$ cat config.mk
export PLATFORM = sky130hd
export DESIGN_NAME = switch_decoder
export DESIGN_NICKNAME = d
export VERILOG_FILES = /design/src/verilog/switch_decoder_pkg.sv /design/src/verilog/switch_decoder.sv
export VERILOG_INCLUDE_DIRS = /design/src /design/src/verilog
export SDC_FILE = /design/constraint.sdc
export NUM_CORES = 1
export LEC_CHECK = 0
export BUFFER_PORTS_ARGS = -buffer_cell sky130_fd_sc_hd__buf_2
export CORE_ASPECT_RATIO = 1.4
export CORE_UTILIZATION = 50
export DETAILED_ROUTE_END_ITERATION = 8
export PLACE_DENSITY_LB_ADDON = 0.3
export SETUP_SLACK_MARGIN = 0.2
export SYNTH_ARGS = -nofsm -noshare
export SYNTH_HDL_FRONTEND = slang
export SYNTH_SLANG_ARGS = --single-unit
$ cat constraint.sdc
create_clock -name clock -period 9.85 [get_ports clock]
set_clock_uncertainty 0.1 [all_clocks]
set_input_delay 0.4925 -clock clock [delete_from_list [all_inputs] [get_ports clock]]
set_output_delay 0.4925 -clock clock [all_outputs]
set_load 0.05 [all_outputs]
$ cat src/verilog/switch_decoder_params.svh
// constants for the configuration switch decoder
`ifndef SWITCH_DECODER_PARAMS_SVH
`define SWITCH_DECODER_PARAMS_SVH

`define CLK_PERIOD_NS      10
`define DEBOUNCE_TIME_US   100
`define DEBOUNCE_CYCLES    ((`DEBOUNCE_TIME_US * 1000) / `CLK_PERIOD_NS)
`define BLINK_TIME_MS      200
`define BLINK_CYCLES       ((`BLINK_TIME_MS * 1000000) / `CLK_PERIOD_NS)
`define RATE_CODE_MIN      6'h03
`define RATE_CODE_MAX      6'h14
`define RATE_CODE_OFFSET   6'h02
`define RATE_STEP_KBPS     11'h040
`define LINE_STEP_KBPS     11'h090
`define LINE_STEPS_MAX     4'h8

// wishbone register byte addresses
`define ADDR_CONTROL       4'h0
`define ADDR_STATUS        4'h4
`define ADDR_IRQ_STATUS    4'h8
`define ADDR_IRQ_MASK      4'hc

// control fields
`define CTRL_PANEL_LOCAL   0
`define CTRL_PANEL_REMOTE  1
`define CTRL_HEADROOM_LSB  4
`define CTRL_RESET_VALUE   32'h0000_0000

// interrupt status fields
`define IRQ_SWITCH_CHANGE  0
`define IRQ_LOOP_CHANGE    1
`define IRQ_DEFAULTS_REQ   2
`define IRQ_BAD_RATE       3
`define IRQ_WIDTH          4

`endif

$ cat src/verilog/switch_decoder_pkg.sv
// types for the configuration switch decoder
package switch_decoder_pkg;

   typedef enum logic [1:0] {
      clk_internal = 2'b00,
      clk_external = 2'b01,
      clk_recover  = 2'b10,
      clk_reserved = 2'b11
   } clock_mode_t;

   typedef enum logic [1:0] {
      loop_none   = 2'b00,
      loop_local  = 2'b01,
      loop_remote = 2'b10
   } loop_state_t;

   typedef struct packed {
      clock_mode_t clock_mode;
      loop_state_t loop_state;
      logic [10:0] terminal_kbps;
      logic [10:0] line_kbps;
      logic        rate_valid;
      logic        restore_defaults;
      logic        sample_rising;
   } controls_t;

endpackage
$ cat src/verilog/switch_decoder.sv
// configuration switch decoder with wishbone registers and transmit data sampler
`timescale 1ns/100ps
`include "switch_decoder_params.svh"

// What this block does
// - master unit, bank a 6 and 7 On: internal transmit clock.
// - slave unit, 6 On 7 Off: transmit clock from recovered line clock.
// - four clock modes counting reserved; master, 6 Off 7 On: clock from terminal.
// - bank a 8 On: terminal local and remote requests enter loopback.
// - bank a 8 Off: terminal loop requests ignored, test state cleared to none.
// - front-panel loop requests always accepted.
// - bank b 1..6, Off is one, LSB first; rate 64 kbps times code minus 2.
// - pick lowest line rate carrying the terminal rate, with headroom.
// - unsupported rate code at power-up blinks the fault lamp every 200 ms.
// - bank b 7 Off requests restore of factory defaults.
// - bank b 8 On: sample transmit data on falling timing edge.
// - bank b 8 Off: sample transmit data on rising timing edge.
module switch_decoder (
   input  wire logic                          clock,
   input  wire logic                          resetn,
   input  wire logic [7:0]                    switch_bank_a_on,
   input  wire logic [7:0]                    switch_bank_b_on,
   input  wire logic                          unit_is_master,
   input  wire logic                          local_loop_request,
   input  wire logic                          remote_loop_request,
   input  wire logic                          transmit_timing,
   input  wire logic                          transmit_serial_in,
   input  wire logic                          wb_cyc_i,
   input  wire logic                          wb_stb_i,
   input  wire logic                          wb_we_i,
   input  wire logic [3:0]                    wb_adr_i,
   input  wire logic [3:0]                    wb_sel_i,
   input  wire logic [31:0]                   wb_dat_i,
   output logic      [31:0]                   wb_dat_o,
   output logic                               wb_ack_o,
   output logic                               irq,
   output switch_decoder_pkg::controls_t      controls,
   output logic                               tx_clock_enable,
   output logic                               tx_bit,
   output logic                               tx_bit_valid,
   output logic                               fault_lamp
);

   // ==========================================================
   // synchronisers
   localparam int NSYNC = 21;
   logic [NSYNC-1:0] sync1_reg, sync2_reg;
   logic [NSYNC-1:0] raw_in;
   assign raw_in = {unit_is_master, transmit_serial_in, transmit_timing, remote_loop_request, local_loop_request,
                    switch_bank_b_on, switch_bank_a_on};

   always_ff @(posedge clock or negedge resetn) begin
      if (!resetn) begin
         sync1_reg <= '0;
         sync2_reg <= '0;
      end else begin
         sync1_reg <= raw_in;
         sync2_reg <= sync1_reg;
      end
   end

   // ==========================================================
   // switch debounce, one counter per switch
   localparam int DBW = $clog2(`DEBOUNCE_CYCLES + 1);
   localparam logic [DBW-1:0] DB_LAST = DBW'(`DEBOUNCE_CYCLES - 1);
   logic [15:0]    sw_reg, sw_next;
   logic [15:0]    sw_valid_reg, sw_valid_next;
   logic [DBW-1:0] db_cnt_reg [16];
   logic [DBW-1:0] db_cnt_next [16];

   genvar gi;
   generate
      for (gi = 0; gi < 16; gi = gi + 1) begin : g_db
         always_comb begin
            sw_next[gi]       = sw_reg[gi];
            sw_valid_next[gi] = sw_valid_reg[gi];
            db_cnt_next[gi]   = '0;
            if (sync2_reg[gi] != sw_reg[gi] || !sw_valid_reg[gi]) begin
               if (db_cnt_reg[gi] == DB_LAST) begin
                  sw_next[gi]       = sync2_reg[gi];
                  sw_valid_next[gi] = 1'b1;
               end else begin
                  db_cnt_next[gi] = db_cnt_reg[gi] + DBW'(1);
               end
            end
         end
         always_ff @(posedge clock or negedge resetn) begin
            if (!resetn) begin
               db_cnt_reg[gi]   <= '0;
               sw_reg[gi]       <= 1'b0;
               sw_valid_reg[gi] <= 1'b0;
            end else begin
               db_cnt_reg[gi]   <= db_cnt_next[gi];
               sw_reg[gi]       <= sw_next[gi];
               sw_valid_reg[gi] <= sw_valid_next[gi];
            end
         end
      end
   endgenerate

   logic switches_ready;
   assign switches_ready = &sw_valid_reg;

   // ==========================================================
   // decode functions
   function automatic switch_decoder_pkg::clock_mode_t decode_clock(input logic s6, input logic s7,
                                                                     input logic master);
      if (s6 && s7 && master)
         return switch_decoder_pkg::clk_internal;
      else if (!s6 && s7 && master)
         return switch_decoder_pkg::clk_external;
      else if (s6 && !s7 && !master)
         return switch_decoder_pkg::clk_recover;
      else
         return switch_decoder_pkg::clk_reserved;
   endfunction

   function automatic logic [5:0] rate_code(input logic [5:0] on_bits);
      return ~on_bits;
   endfunction

   function automatic logic code_ok(input logic [5:0] code);
      return (code >= `RATE_CODE_MIN) && (code <= `RATE_CODE_MAX);
   endfunction

   // ==========================================================
   // registers
   logic [31:0]             ctrl_reg, ctrl_next;
   logic [`IRQ_WIDTH-1:0]   irq_stat_reg, irq_stat_next;
   logic [`IRQ_WIDTH-1:0]   irq_mask_reg, irq_mask_next;
   logic                    ack_reg, ack_next;
   logic [31:0]             rdata_reg, rdata_next;
   switch_decoder_pkg::loop_state_t loop_reg, loop_next;
   logic [15:0]             sw_seen_reg;
   logic                    ready_seen_reg;
   logic                    bad_latched_reg, bad_latched_next;

   logic [5:0]  code;
   logic        valid;
   logic [10:0] term_kbps, line_kbps;
   logic [3:0]  headroom;

   always_comb begin
      logic [3:0] k;
      k         = 4'h0;
      code      = rate_code(sw_reg[13:8]);
      valid     = code_ok(code);
      term_kbps = valid ? 11'(code - `RATE_CODE_OFFSET) * `RATE_STEP_KBPS : 11'h000;
      headroom  = ctrl_reg[`CTRL_HEADROOM_LSB +: 4];
      line_kbps = 11'h000;
      // line rates are multiples of 144 kbps; pick the lowest that fits
      for (int i = 8; i >= 1; i = i - 1) begin
         if (11'(i) * `LINE_STEP_KBPS >= term_kbps)
            k = 4'(i);
      end
      if (valid) begin
         if (k == 4'h0)
            k = `LINE_STEPS_MAX;
         if (5'(k) + 5'(headroom) > 5'(`LINE_STEPS_MAX))
            k = `LINE_STEPS_MAX;
         else
            k = k + headroom;
         line_kbps = 11'(k) * `LINE_STEP_KBPS;
      end
   end

   // loopback state
   logic panel_local, panel_remote, term_en;
   assign panel_local  = ctrl_reg[`CTRL_PANEL_LOCAL];
   assign panel_remote = ctrl_reg[`CTRL_PANEL_REMOTE];
   assign term_en      = sw_reg[7];

   always_comb begin
      loop_next = loop_reg;
      if (panel_local)
         loop_next = switch_decoder_pkg::loop_local;
      else if (panel_remote)
         loop_next = switch_decoder_pkg::loop_remote;
      else if (term_en) begin
         if (sync2_reg[16])
            loop_next = switch_decoder_pkg::loop_local;
         else if (sync2_reg[17])
            loop_next = switch_decoder_pkg::loop_remote;
         else
            loop_next = switch_decoder_pkg::loop_none;
      end else begin
         // terminal requests dropped; loop state returns to none
         loop_next = switch_decoder_pkg::loop_none;
      end
   end

   // ==========================================================
   // wishbone slave and interrupts
   logic       req, wr;
   logic [`IRQ_WIDTH-1:0] events;
   assign req = wb_cyc_i && wb_stb_i && !ack_reg;
   assign wr  = wb_cyc_i && wb_stb_i && wb_we_i && ack_reg;

   assign events[`IRQ_SWITCH_CHANGE] = switches_ready && ready_seen_reg && (sw_reg != sw_seen_reg);
   assign events[`IRQ_LOOP_CHANGE]   = switches_ready && (loop_next != loop_reg);
   assign events[`IRQ_DEFAULTS_REQ]  = switches_ready && !sw_reg[14] &&
                                       (!ready_seen_reg || sw_seen_reg[14]);
   assign events[`IRQ_BAD_RATE]      = switches_ready && !ready_seen_reg && !valid;

   always_comb begin
      ctrl_next     = ctrl_reg;
      irq_mask_next = irq_mask_reg;
      irq_stat_next = irq_stat_reg;
      ack_next      = req;
      rdata_next    = rdata_reg;
      if (wr && wb_adr_i == `ADDR_CONTROL) begin
         for (int b = 0; b < 4; b = b + 1) begin
            if (wb_sel_i[b])
               ctrl_next[8*b +: 8] = wb_dat_i[8*b +: 8];
         end
      end
      if (wr && wb_adr_i == `ADDR_IRQ_MASK && wb_sel_i[0])
         irq_mask_next = wb_dat_i[`IRQ_WIDTH-1:0];
      if (wr && wb_adr_i == `ADDR_IRQ_STATUS && wb_sel_i[0])
         irq_stat_next = irq_stat_reg & ~wb_dat_i[`IRQ_WIDTH-1:0];
      irq_stat_next = irq_stat_next | events; // set wins over clear
      if (req && !wb_we_i) begin
         unique case (wb_adr_i)
            `ADDR_CONTROL:    rdata_next = ctrl_reg;
            `ADDR_STATUS:     rdata_next = {8'h00, controls.restore_defaults, controls.sample_rising,
                                            valid, line_kbps, code, loop_reg, controls.clock_mode};
            `ADDR_IRQ_STATUS: rdata_next = {28'h0000000, irq_stat_reg};
            `ADDR_IRQ_MASK:   rdata_next = {28'h0000000, irq_mask_reg};
            default:          rdata_next = 32'h0000_0000;
         endcase
      end
   end

   always_ff @(posedge clock or negedge resetn) begin
      if (!resetn) begin
         ctrl_reg       <= `CTRL_RESET_VALUE;
         irq_stat_reg   <= '0;
         irq_mask_reg   <= '0;
         ack_reg        <= 1'b0;
         rdata_reg      <= 32'h0000_0000;
         loop_reg       <= switch_decoder_pkg::loop_none;
         sw_seen_reg    <= 16'h0000;
         ready_seen_reg <= 1'b0;
      end else begin
         ctrl_reg       <= ctrl_next;
         irq_stat_reg   <= irq_stat_next;
         irq_mask_reg   <= irq_mask_next;
         ack_reg        <= ack_next;
         rdata_reg      <= rdata_next;
         loop_reg       <= switches_ready ? loop_next : loop_reg;
         sw_seen_reg    <= sw_reg;
         ready_seen_reg <= switches_ready;
      end
   end

   assign wb_ack_o = ack_reg;
   assign wb_dat_o = rdata_reg;
   assign irq      = |(irq_stat_reg & irq_mask_reg);

   // ==========================================================
   // decoded controls
   always_ff @(posedge clock or negedge resetn) begin
      if (!resetn) begin
         controls <= '{clock_mode: switch_decoder_pkg::clk_reserved, loop_state: switch_decoder_pkg::loop_none,
                       terminal_kbps: 11'h000, line_kbps: 11'h000, rate_valid: 1'b0,
                       restore_defaults: 1'b0, sample_rising: 1'b0};
      end else if (switches_ready) begin
         controls.clock_mode       <= decode_clock(sw_reg[5], sw_reg[6], sync2_reg[20]);
         controls.loop_state       <= loop_reg;
         controls.terminal_kbps    <= term_kbps;
         controls.line_kbps        <= line_kbps;
         controls.rate_valid       <= valid;
         controls.restore_defaults <= !sw_reg[14];
         controls.sample_rising    <= !sw_reg[15];
      end
   end

   assign tx_clock_enable = (controls.clock_mode != switch_decoder_pkg::clk_reserved);

   // ==========================================================
   // transmit data sampler on the selected timing edge
   logic timing_prev_reg;
   logic tx_bit_reg, tx_bit_next, tx_valid_reg, tx_valid_next;
   always_comb begin
      logic rise, fall;
      rise          = sync2_reg[18] && !timing_prev_reg;
      fall          = !sync2_reg[18] && timing_prev_reg;
      tx_bit_next   = tx_bit_reg;
      tx_valid_next = 1'b0;
      if (controls.sample_rising ? rise : fall) begin
         tx_bit_next   = sync2_reg[19];
         tx_valid_next = switches_ready;
      end
   end
   always_ff @(posedge clock or negedge resetn) begin
      if (!resetn) begin
         timing_prev_reg <= 1'b0;
         tx_bit_reg      <= 1'b0;
         tx_valid_reg    <= 1'b0;
      end else begin
         timing_prev_reg <= sync2_reg[18];
         tx_bit_reg      <= tx_bit_next;
         tx_valid_reg    <= tx_valid_next;
      end
   end
   assign tx_bit       = tx_bit_reg;
   assign tx_bit_valid = tx_valid_reg;

   // ==========================================================
   // fault lamp blink for unsupported rate at power-up
   localparam int BLW = $clog2(`BLINK_CYCLES + 1);
   localparam logic [BLW-1:0] BLINK_LAST = BLW'(`BLINK_CYCLES / 2 - 1);
   logic [BLW-1:0] blink_cnt_reg, blink_cnt_next;
   logic           lamp_reg, lamp_next;
   always_comb begin
      bad_latched_next = bad_latched_reg | events[`IRQ_BAD_RATE];
      blink_cnt_next   = '0;
      lamp_next        = 1'b0;
      if (bad_latched_reg) begin
         blink_cnt_next = (blink_cnt_reg == BLINK_LAST) ? '0 : blink_cnt_reg + BLW'(1);
         lamp_next      = (blink_cnt_reg == BLINK_LAST) ? ~lamp_reg : lamp_reg;
      end
   end
   always_ff @(posedge clock or negedge resetn) begin
      if (!resetn) begin
         bad_latched_reg <= 1'b0;
         blink_cnt_reg   <= '0;
         lamp_reg        <= 1'b0;
      end else begin
         bad_latched_reg <= bad_latched_next;
         blink_cnt_reg   <= blink_cnt_next;
         lamp_reg        <= lamp_next;
      end
   end
   assign fault_lamp = lamp_reg;

endmodule // switch_decoder

==> summary.md, run 1 <==
| Metric | Value |
|---|---|
| Crit path DAT | `roughly 5300 ps` |
| Post-synthesis cell area | `between 0.015 and 0.02 mm2` |
| Top-area cell type share of the netlist area | `55.8%` |
| Setup TNS Final | `0 ps` |
| Avg WL per Cell | `about 16 um` |
| CP Launch Type | `flip-flop` |
| Hold Path Stages | `2` |
| CTS HTree Levels | `2` |
| Most used cell, CP | `ha_1` |
| Least-Margin Pin Slew | `approximately 1200 ps` |
| Post-synthesis cell count | `between 1,500 and 2,000` |
| Clk slew on worst S/H paths | `~60 ps` |
| Initial antenna violation count | `1` |
| Syn avg cell area | `approximately 11 um2` |
| Place WS | `roughly 5000 ps` |
| RSZ-0062 raised after global routing | `no` |
| Number of global-route vias before repair | `13,824` |
| Number of setup buffers added after CTS | `0` |
| DR vias/cell | `roughly 5.6` |
| FF+latch count, synth | `439` |
| Layout Area Growth over Synthesis | `14.3%` |
| CTS Buf Count | `43` |
| HP Class | `input pin to flip-flop` |
| Crit path required time | `10,190 ps` |
| Synth area leader | `dfrtp_1` |
| Yosys cell types | `74` |
| Nets | `roughly 2,000` |
| Final max-slew violation count | `0` |
| Most used DFF post-synth | `dfrtp_1` |
| CP top delay family | `adder cells` |
| Crit path depth | `18` |
| Final ANT Viol Nets | `0` |
| Initial DRC count | `between 800 and 900` |
| Slowest-stage cell, CP | `dfrtp_1` |
| Root buffer cell | `clkbuf_16` |
| Drc violations | `0` |
| WP buf/inv | `1` |
| DR pass1 iterations | `5` |
| Routed vias | `roughly 14,000` |
| CP Class | `flip-flop to flip-flop` |
| Area contributors post-synth | `dfrtp_1 (56%), xnor2_1 (5.6%), nor2_1 (4.6%)` |
| Total die area | `approximately 0.04 mm2` |
| Worst-Skew Late Latency | `about 550 ps` |
| PortBufs | `122` |
| Critical-path cell list | `ha_1 -> xor2_1 -> and3_1 -> a311oi_1 -> o31a_1 -> ha_1 -> inv_1 -> fa_1 -> and4_1 -> o21ai_0 -> nor2_1 -> ha_1 -> ha_1 -> ha_1 -> or4_1 -> a21oi_1 -> a311oi_1 -> a41o_1` |
| IO Pins | `133` |
| Minimum clock period | `around 4900 ps` |
| CTS tree | `yes` |
| # setup viols final | `0` |
| Initial Util | `between 50% and 60%` |
| Hold-fix buffers, CTS | `21` |
| Fin. Hold Viols | `0` |
| Leakage | `~10 nW` |
| All-Layer GR Usage | `between 20% and 30%` |
| Crit-path max cell delay | `about 660 ps` |
| Routability Congestion | `between 0.8 and 0.9` |
| Placed Cells | `2,405` |
| Reg2Reg Depth | `18` |
| Global-route wire length before repair | `a little under 70 mm` |
| Share of layout cells above drive strength 1 | `13.9%` |
| Core area | `roughly 0.038 mm2` |
| Post-synthesis sequential area ratio | `between 50% and 60%` |
| HPWL Detailed | `around 28 mm` |
| Kind of capture point of the worst setup path | `flip-flop` |
| Routed wire length | `40.9 mm` |
| Largest net degree at the start of global routing | `approximately 190` |
| Status | `finished clean` |
| Setup WS post-layout | `4920 ps` |
| Pwr dens | `~160 mW/mm2` |
| Yosys warnings | `0` |
| Die width | `about 170 um` |
| Total of max-cap violations | `0` |
| Die Y | `approximately 240 um` |
| Worst IR drop on VDD | `~0.12 mV` |
| CP Max Fanout | `14` |
| Fmax achieved | `just over 0.2 GHz` |
| Resize count post-CTS | `0` |
| Post-route insts no fill | `2,505` |
| CTS sink count | `~440` |
| Post-synth EDFFs | `0` |
| Ys async rst share | `100%` |
| Final period util | `approximately half` |
| Largest register FFs | `about 220` |
| GRT overflow | `0` |
| Clock buffer depth | `3` |
| Worst slew margin | `19.3%` |
| FP Rows | `85` |
## worst paths after layout
path | start | to | slack (ps)
worst max register to register | sw_reg[9] | wb_dat_o[20] | 4920
min in group asynchronous | resetn | wb_dat_o[3] | 490
worst max-delay path | sw_reg[9] | wb_dat_o[20] | 4920
max in group asynchronous | resetn | sync2_reg[13] | 6840
worst min-delay path | wb_dat_i[17] | ctrl_reg[17] | 70
worst min register to register | sync1_reg[14] | sync2_reg[14] | 240
## worst register-to-register path, cell delays in order (launching register included)
cell and delay [ps]:
dfrtp_1 660, ha_1 360, xor2_1 150, and3_1 220, a311oi_1 200, o31a_1 160
ha_1 190, inv_1 60, fa_1 430, and4_1 210, o21ai_0 390, nor2_1 90
ha_1 210, ha_1 180, ha_1 210, or4_1 510, a21oi_1 140, a311oi_1 80
a41o_1 250
## power breakdown
group	internal, mW	total (mW)	leakage, nW	switching, mW
clock network	1.05	1.74	0.739	0.688
logic	0.0285	0.0970	3.77	0.0685
registers	1.82	1.83	5.78	0.00881
## through the flow
stage | hold WS [ps] | util, % | instance area, um2 | power, mW
5_1_grt | 57.2 | 58.2 | 22400 | 3.79
2_1_floorplan | 96.9 | - | 19600 | 1.89
3_3_place_gp | 232 | 53.7 | 20700 | 1.95
4_1_cts | 3.87 | 58.2 | 22400 | 3.71
3_5_place_dp | 236 | 53.7 | 20700 | 1.95
6_report | 74.5 | 58.2 | 22400 | 3.66
## layout make-up
cell class,instances,area [um2]
fillers,3202,16100
flip-flops and latches,439,11000
multi-input cells,1295,8270
clock buffers,62,1300
repair buffers,150,898
well taps,522,653
clock inverters,15,208
inverters,21,78.8
diodes,1,2.50
## cells in the final DEF (no fill, tap or decap), types with 11 or more instances in the layout
cell type and instances:
xor2_1 102, nor2_1 241, nand2b_1 20, and3_1 54
clkbuf_8 11, clkbuf_16 45, or4_1 15, buf_2 121
o21ai_0 46, dlygate4sd3_1 22, xnor2_1 125, a21oi_1 36
nor3_1 57, mux2_2 45, ha_1 25, inv_1 21
dfrtp_1 437, nand2_1 130, and4_1 16, nand3_1 90
nand4_1 91, or3_1 24, nor4_1 16, a22o_1 22
nor4b_1 13
## logic make-up (layout without fill, tap and decap cells)
family,count (synthesis),count (layout),synth area share [%]
AOI/OAI and AO/OA,165,165,5.68
xor gates and xnor gates,227,227,10.1
adders and majority gates,26,26,1.70
buffers and inverters,84,248,1.93
DFF,439,439,56.1
muxes,53,53,3.10
other,1,11,0.0191
and+or+nand+nor,814,814,21.4
## metal layers
metal / global-route usage, % / vias to the layer above / routed length, um
met1: 27.2 / 6911 / 17900
li1: - / 6639 / -
met4: 8.24 / 0 / 1430
met5: 0 / - / 0
met2: 35.0 / 305 / 20000
met3: 3.15 / 85 / 1620
## cells in the mapped netlist, types with 42 or more instances
cell type and number:
and3_1 54, clkbuf_1 42, dfrtp_1 437, mux2_2 45, nand2_1 130, nand3_1 90, nand4_1 91, nor2_1 241
nor3_1 57, o21ai_0 46, xnor2_1 125, xor2_1 102
No activity file was read; power rests on OpenSTA's default activity.
==> inputs of run 2 (changes only) <==
clock period = 5 ns   (was 9.85 ns; I/O delays follow)
==> run 2 against run 1 <==
  * Wire length up 1.9%
  * Die area stayed put
  * Worst setup slack lost 4400 ps
  * Cell area up 2.3%
  * Power rose by 100%
  * Sequential share of layout area is 1.1 points lower
  * Maximum frequency is 11% higher
  * Critical path type unchanged
  * Sequential cell count is the same
  * Combinational power rose by 120%
  * Non-clock buffer count increased by 39
  * First-iteration DRC count rose by 2.7%
  * Via count grew 1.0%
==> summary.md, run 2 (same netlist as run 1, synthesis figures left out) <==
| Metric | Value |
|---|---|
| Status | `finished clean` |
| Core area | `about 0.038 mm2` |
| Setup TNS Final | `0 ps` |
| Number of setup buffers added after CTS | `0` |
| RSZ-0062 raised after global routing | `no` |
| Post-Route Utilization | `between 50 and 60%` |
| Number of global-route vias before repair | `around 14,000` |
| Most used cell, CP | `ha_1` |
| Avg WL per Cell | `16.4 um` |
| Initial antenna violation count | `0` |
| CP Class | `flip-flop to flip-flop` |
| Root buffer cell | `clkbuf_16` |
| Routed vias | `between 10,000 and 15,000` |
| Most frequent cells in the layout | `dfrtp_1 (436), nor2_1 (241), nand2_1 (130)` |
| Final period util | `about 89%` |
| Grt met1 use | `around 27%` |
| CTS Buf Count | `43` |
| # setup viols final | `0` |
| Post-route insts no fill | `2,545` |
| HPWL Detailed | `approximately 28 mm` |
| FP Rows | `85` |
| All-Layer GR Usage | `21.6%` |
| Layout Area Growth over Synthesis | `16.9%` |
| Die width | `~170 um` |
| Share of layout cells above drive strength 1 | `14.2%` |
| Kind of capture point of the worst setup path | `flip-flop` |
| Least-Margin Pin Slew | `1100 ps` |
| Placed Cells | `approximately 2,400` |
| Most common cell after layout, fill and taps aside | `dfrtp_1` |
| Power, Total | `between 7 and 8 mW` |
| GR Util met3 | `~3.4%` |
| Slowest-stage cell, CP | `or4_1` |
| Fin. Hold Viols | `0` |
| Clk slew on worst S/H paths | `70 ps` |
| Worst IR drop on VDD | `about 0.21 mV` |
| Pwr dens | `around 330 mW/mm2` |
| CTS HTree Levels | `2` |
| Drc violations | `0` |
| Die Y | `approximately 240 um` |
| Minimum clock period | `between 4000 and 5000 ps` |
| Crit path required time | `5330 ps` |
| Nets | `2,081` |
| GRT overflow | `0` |
| Hold_ws | `about 73 ps` |
| HP Class | `input pin to flip-flop` |
| Largest register FFs | `about 220` |
| Routed wire length | `between 40 and 50 mm` |
| Global-route wire length before repair | `a little over 70 mm` |
| IO Pins | `133` |
| CP Max Fanout | `5` |
| N_diodes | `0` |
| PortBufs | `between 100 and 150` |
| GR peak layer | `met2` |
| Fmax achieved | `roughly 0.22 GHz` |
| Final ANT Viol Nets | `0` |
| Worst-Skew Late Latency | `540 ps` |
| Routability Congestion | `roughly 0.86` |
| CTS sink count | `between 400 and 500` |
| CTS tree | `yes` |
| Leakage | `10.5 nW` |
| Largest net degree at the start of global routing | `about 150` |
| Crit path DAT | `4770 ps` |
| Initial DRC count | `844` |
| Crit-path max cell delay | `roughly 500 ps` |
| Worst slew margin | `between 20% and 30%` |
| Critical-path cell list | `ha_1 -> xor2_1 -> and3_1 -> a311oi_1 -> o31a_1 -> ha_1 -> inv_1 -> fa_1 -> and4_1 -> o21ai_1 -> nor2_1 -> ha_1 -> ha_1 -> ha_1 -> or4_1 -> a21oi_1 -> a311oi_1 -> a41o_1` |
| Clock buffer depth | `3` |
| Total die area | `0.0400 mm2` |
| Initial Util | `50.9%` |
| DR pass1 iterations | `5` |
| Final max-slew violation count | `0` |
| Met2 usage | `between 30 and 40%` |
| DR vias/cell | `5.53` |
| CP Launch Type | `flip-flop` |
| Total of max-cap violations | `0` |
run 2: cell count changes in the layout (fill, tap and decap cells not counted), moves of 4 or more:
cell	delta
bufinv_16	+5
dlygate4sd3_1	+34
clkinvlp_4	+4
clkbuf_1	-4
buf_4	+4
clkbuf_8	-4
run 2: cell type report:
type,instances,area (um2)
Clock buffer,54,1230
Clock inverter,25,400
Fill cell,3186,15600
Inverter,21,78.8
Multi-Input combinational cell,1295,8270
Sequential cell,439,11000
Tap cell,522,653
Timing Repair Buffer,189,1290
run 2: what timing repair did:
item	in CTS	in global routing
hold buffers	56	0
resized for setup	0	2
endpoints found under the hold margin	167	0
endpoints found under the setup margin	0	2
run 2: layer usage:
layer,part of all wire [%],routed length (um)
met5,0,0
met4,2.5,1040
met3,4.1,1690
met2,50,20900
met1,43,18000
run 2: critical path, delay by kind of cell, from the launching register on:
| kind | cells | cell delay, ps |
|---|---|---|
| AOI/OAI and AO/OA | 6 | 1090 |
| xor gates and xnor gates | 1 | 200 |
| adders and majority gates | 6 | 1510 |
| buffers and inverters | 1 | 60 |
| DFF | 1 | 380 |
| and+or+nand+nor | 4 | 1010 |
run 2: path summary, 6_finish.rpt:
path,end,slack (ps),cells past startpoint,startpoint
worst max-delay path,wb_dat_o[20],550,18,sw_reg[9]
worst min-delay path,ctrl_reg[24],70,3,wb_sel_i[3]
worst max register to register,wb_dat_o[20],550,18,sw_reg[9]
worst min register to register,sync2_reg[20],240,0,sync1_reg[20]
max in group asynchronous,db_cnt_reg[103],3210,3,resetn
min in group asynchronous,irq_mask_reg[0],280,2,resetn
run 2: through the flow:
stage               setup WS, ps  area (um2)
floorplan                    781       19600
global placement             587       20700
detailed placement           420       20700
CTS                          409       22900
global route                 284       22900
finish                       552       22900
run 2: power breakdown:
group          internal [mW]  switching, mW
registers               3.58         0.0181
logic                 0.0752          0.141
clock network           2.27           1.40
total                   5.92           1.56
==> inputs of run 3 (changes only) <==
clock period = 4.95 ns   (was 5 ns; I/O delays follow)
==> run 3 against run 2 <==
  * Core utilization is 0.28 points lower
  * Die area stayed put
  * Wire length is 0.42% higher
  * Cell count stayed put
  * Sequential power hardly changed
  * First-iteration DRC count is 1.1% higher
  * Via count is 0.79% lower
  * Sequential share of layout area is 0.22 points higher
  * Non-clock buffer count is 1 higher
  * Sequential cell count stayed put
  * Cell area is 0.46% lower
  * Critical endpoint unchanged
==> summary.md, run 3 (same netlist as run 1, synthesis figures left out) <==
| Metric | Value |
|---|---|
| Status | `finished clean` |
| Setup TNS Final | `0 ps` |
| Initial antenna violation count | `1` |
| HP Class | `input pin to flip-flop` |
| CTS HTree Levels | `2` |
| Crit path required time | `5280 ps` |
| Crit path DAT | `4770 ps` |
| Drc violations | `0` |
| CP Max Fanout | `12` |
| Kind of capture point of the worst setup path | `flip-flop` |
| DR vias/cell | `roughly 5.5` |
| CTS sink count | `about 440` |
| Most common cell after layout, fill and taps aside | `dfrtp_1` |
| Net Switching | `~1.5 mW` |
| Initial Util | `roughly half` |
| GRT overflow | `0` |
| Share of layout cells above drive strength 1 | `13.8%` |
| Routed vias | `around 14,000` |
| Die width | `between 150 and 200 um` |
| Total die area | `0.0400 mm2` |
| Final max-slew violation count | `0` |
| Pwr dens | `~320 mW/mm2` |
| Placed Cells | `between 2,000 and 2,500` |
| Global-route wire length before repair | `between 70 and 80 mm` |
| HPWL Detailed | `28.5 mm` |
| Leakage | `approximately 10 nW` |
| Power, Total | `7.36 mW` |
| Worst-Skew Late Latency | `around 550 ps` |
| Final ANT Viol Nets | `0` |
| Sw Share | `between 20% and 30%` |
| All-Layer GR Usage | `about 22%` |
| Least-Margin Pin Slew | `1130 ps` |
| CP Class | `flip-flop to flip-flop` |
| Fin. Hold Viols | `0` |
| Fmax achieved | `roughly 0.23 GHz` |
| Post-route insts no fill | `between 2,000 and 3,000` |
| Root buffer cell | `clkbuf_16` |
| FP Rows | `85` |
| N_diodes | `0` |
| CTS tree | `yes` |
| Avg WL per Cell | `16.4 um` |
| Most frequent cells in the layout | `dfrtp_1 (437), nor2_1 (241), nand2_1 (130)` |
| CTS Buf Count | `between 40 and 50` |
| Combinational share of power | `under 10%` |
| Nets | `2,083` |
| Number of global-route vias before repair | `14,343` |
| Clk slew on worst S/H paths | `approximately 60 ps` |
| Worst slew margin | `between 20% and 30%` |
| Clock Power Share | `between 40% and 50%` |
| Die Y | `~240 um` |
| Pint | `5.83 mW` |
| Clock buffer depth | `3` |
| Layout Area Growth over Synthesis | `16.4%` |
| Largest net degree at the start of global routing | `roughly 130` |
| # setup viols final | `0` |
| PortBufs | `around 120` |
| Initial DRC count | `roughly 850` |
| Minimum clock period | `between 4000 and 5000 ps` |
| IO Pins | `between 100 and 150` |
| RSZ-0062 raised after global routing | `no` |
| Routability Congestion | `between 0.8 and 0.9` |
| Routed wire length | `between 40 and 50 mm` |
| Final period util | `89.6%` |
| Worst IR drop on VDD | `roughly 0.24 mV` |
| DR pass1 iterations | `4` |
| CP Launch Type | `flip-flop` |
| Total of max-cap violations | `0` |
| Core area | `~0.038 mm2` |
| Reg power frac | `49.4%` |
| Largest register FFs | `about 220` |
-- run 3: cell count changes in the layout (fill, tap and decap cells not counted) --
cell,change
clkbuf_1,+8
clkinvlp_4,-4
bufinv_16,-3
buf_4,+2
buf_12,-1
clkinv_2,-1
dfrtp_1,+1
dfrtp_2,-1
inv_6,-1
o21ai_1,-1
o21ai_2,+1
-- run 3: final cells by class --
class / count / area [um2]
well taps: 522 / 653
clock buffers: 62 / 1260
repair buffers: 190 / 1280
clock inverters: 16 / 267
multi-input cells: 1295 / 8280
fillers: 3167 / 15700
inverters: 21 / 78.8
flip-flops and latches: 439 / 11000
-- run 3: worst paths after layout --
check | from | slack [ps] | endpoint | cells past startpoint
worst max-delay path | sw_reg[11] | 510 | wb_dat_o[20] | 16
max in group asynchronous | resetn | 3190 | db_cnt_reg[198] | 3
worst max register to register | sw_reg[11] | 510 | wb_dat_o[20] | 16
worst min-delay path | wb_sel_i[3] | 80 | ctrl_reg[24] | 3
worst min register to register | sync1_reg[19] | 250 | sync2_reg[19] | 0
min in group asynchronous | resetn | 260 | irq_mask_reg[0] | 2
-- run 3: repair_timing --
| item | 4_1_cts | 5_1_grt |
|---|---|---|
| endpoints found under the hold margin | 179 | 0 |
| endpoints found under the setup margin | 0 | 2 |
| hold buffers | 56 | 0 |
| gates resized for setup | 0 | 2 |
| buffers inserted | 0 | 0 |
-- run 3: power by group through the flow --
stage	combinational (mW)	sequential, mW	clock [mW]
6_report	0.219	3.63	3.51
5_1_grt	0.246	3.63	3.74
4_1_cts	0.225	3.63	3.60
3_5_place_dp	0.189	3.70	0
3_3_place_gp	0.187	3.70	0
2_1_floorplan	0.0609	3.71	0
-- run 3: critical path, cell delays in order, from the launching register on --
cell      delay, ps
dfrtp_1         620
nand3b_1        200
a21oi_1         390
nor3_1          140
o31a_1          260
ha_1            290
a21o_1          250
and4_1          230
o21ai_2         190
nor2_1           60
ha_1            190
ha_1            180
ha_1            210
or4_1           510
a21oi_1         140
a311oi_1         90
a41o_1          260
-- run 3: metal layers --
layer / vias up / wire (um) / GRT usage (%)
met5: - / 0 / 0
met4: 0 / 1110 / 7.53
met3: 73 / 1740 / 3.57
met2: 268 / 21100 / 37.6
met1: 6929 / 17900 / 27.2
li1: 6704 / - / -
-- run 3: through the flow --
step / worst slack [ps] / hold slack [ps] / area, um2 / utilization, %
floorplan: 731 / -148 / 19600 / -
global placement: 581 / 233 / 20700 / 53.8
detailed placement: 406 / 236 / 20700 / 53.8
CTS: 380 / 50.4 / 22800 / 59.2
global route: 250 / 91.5 / 22800 / 59.2
finish: 514 / 75.9 / 22800 / 59.2
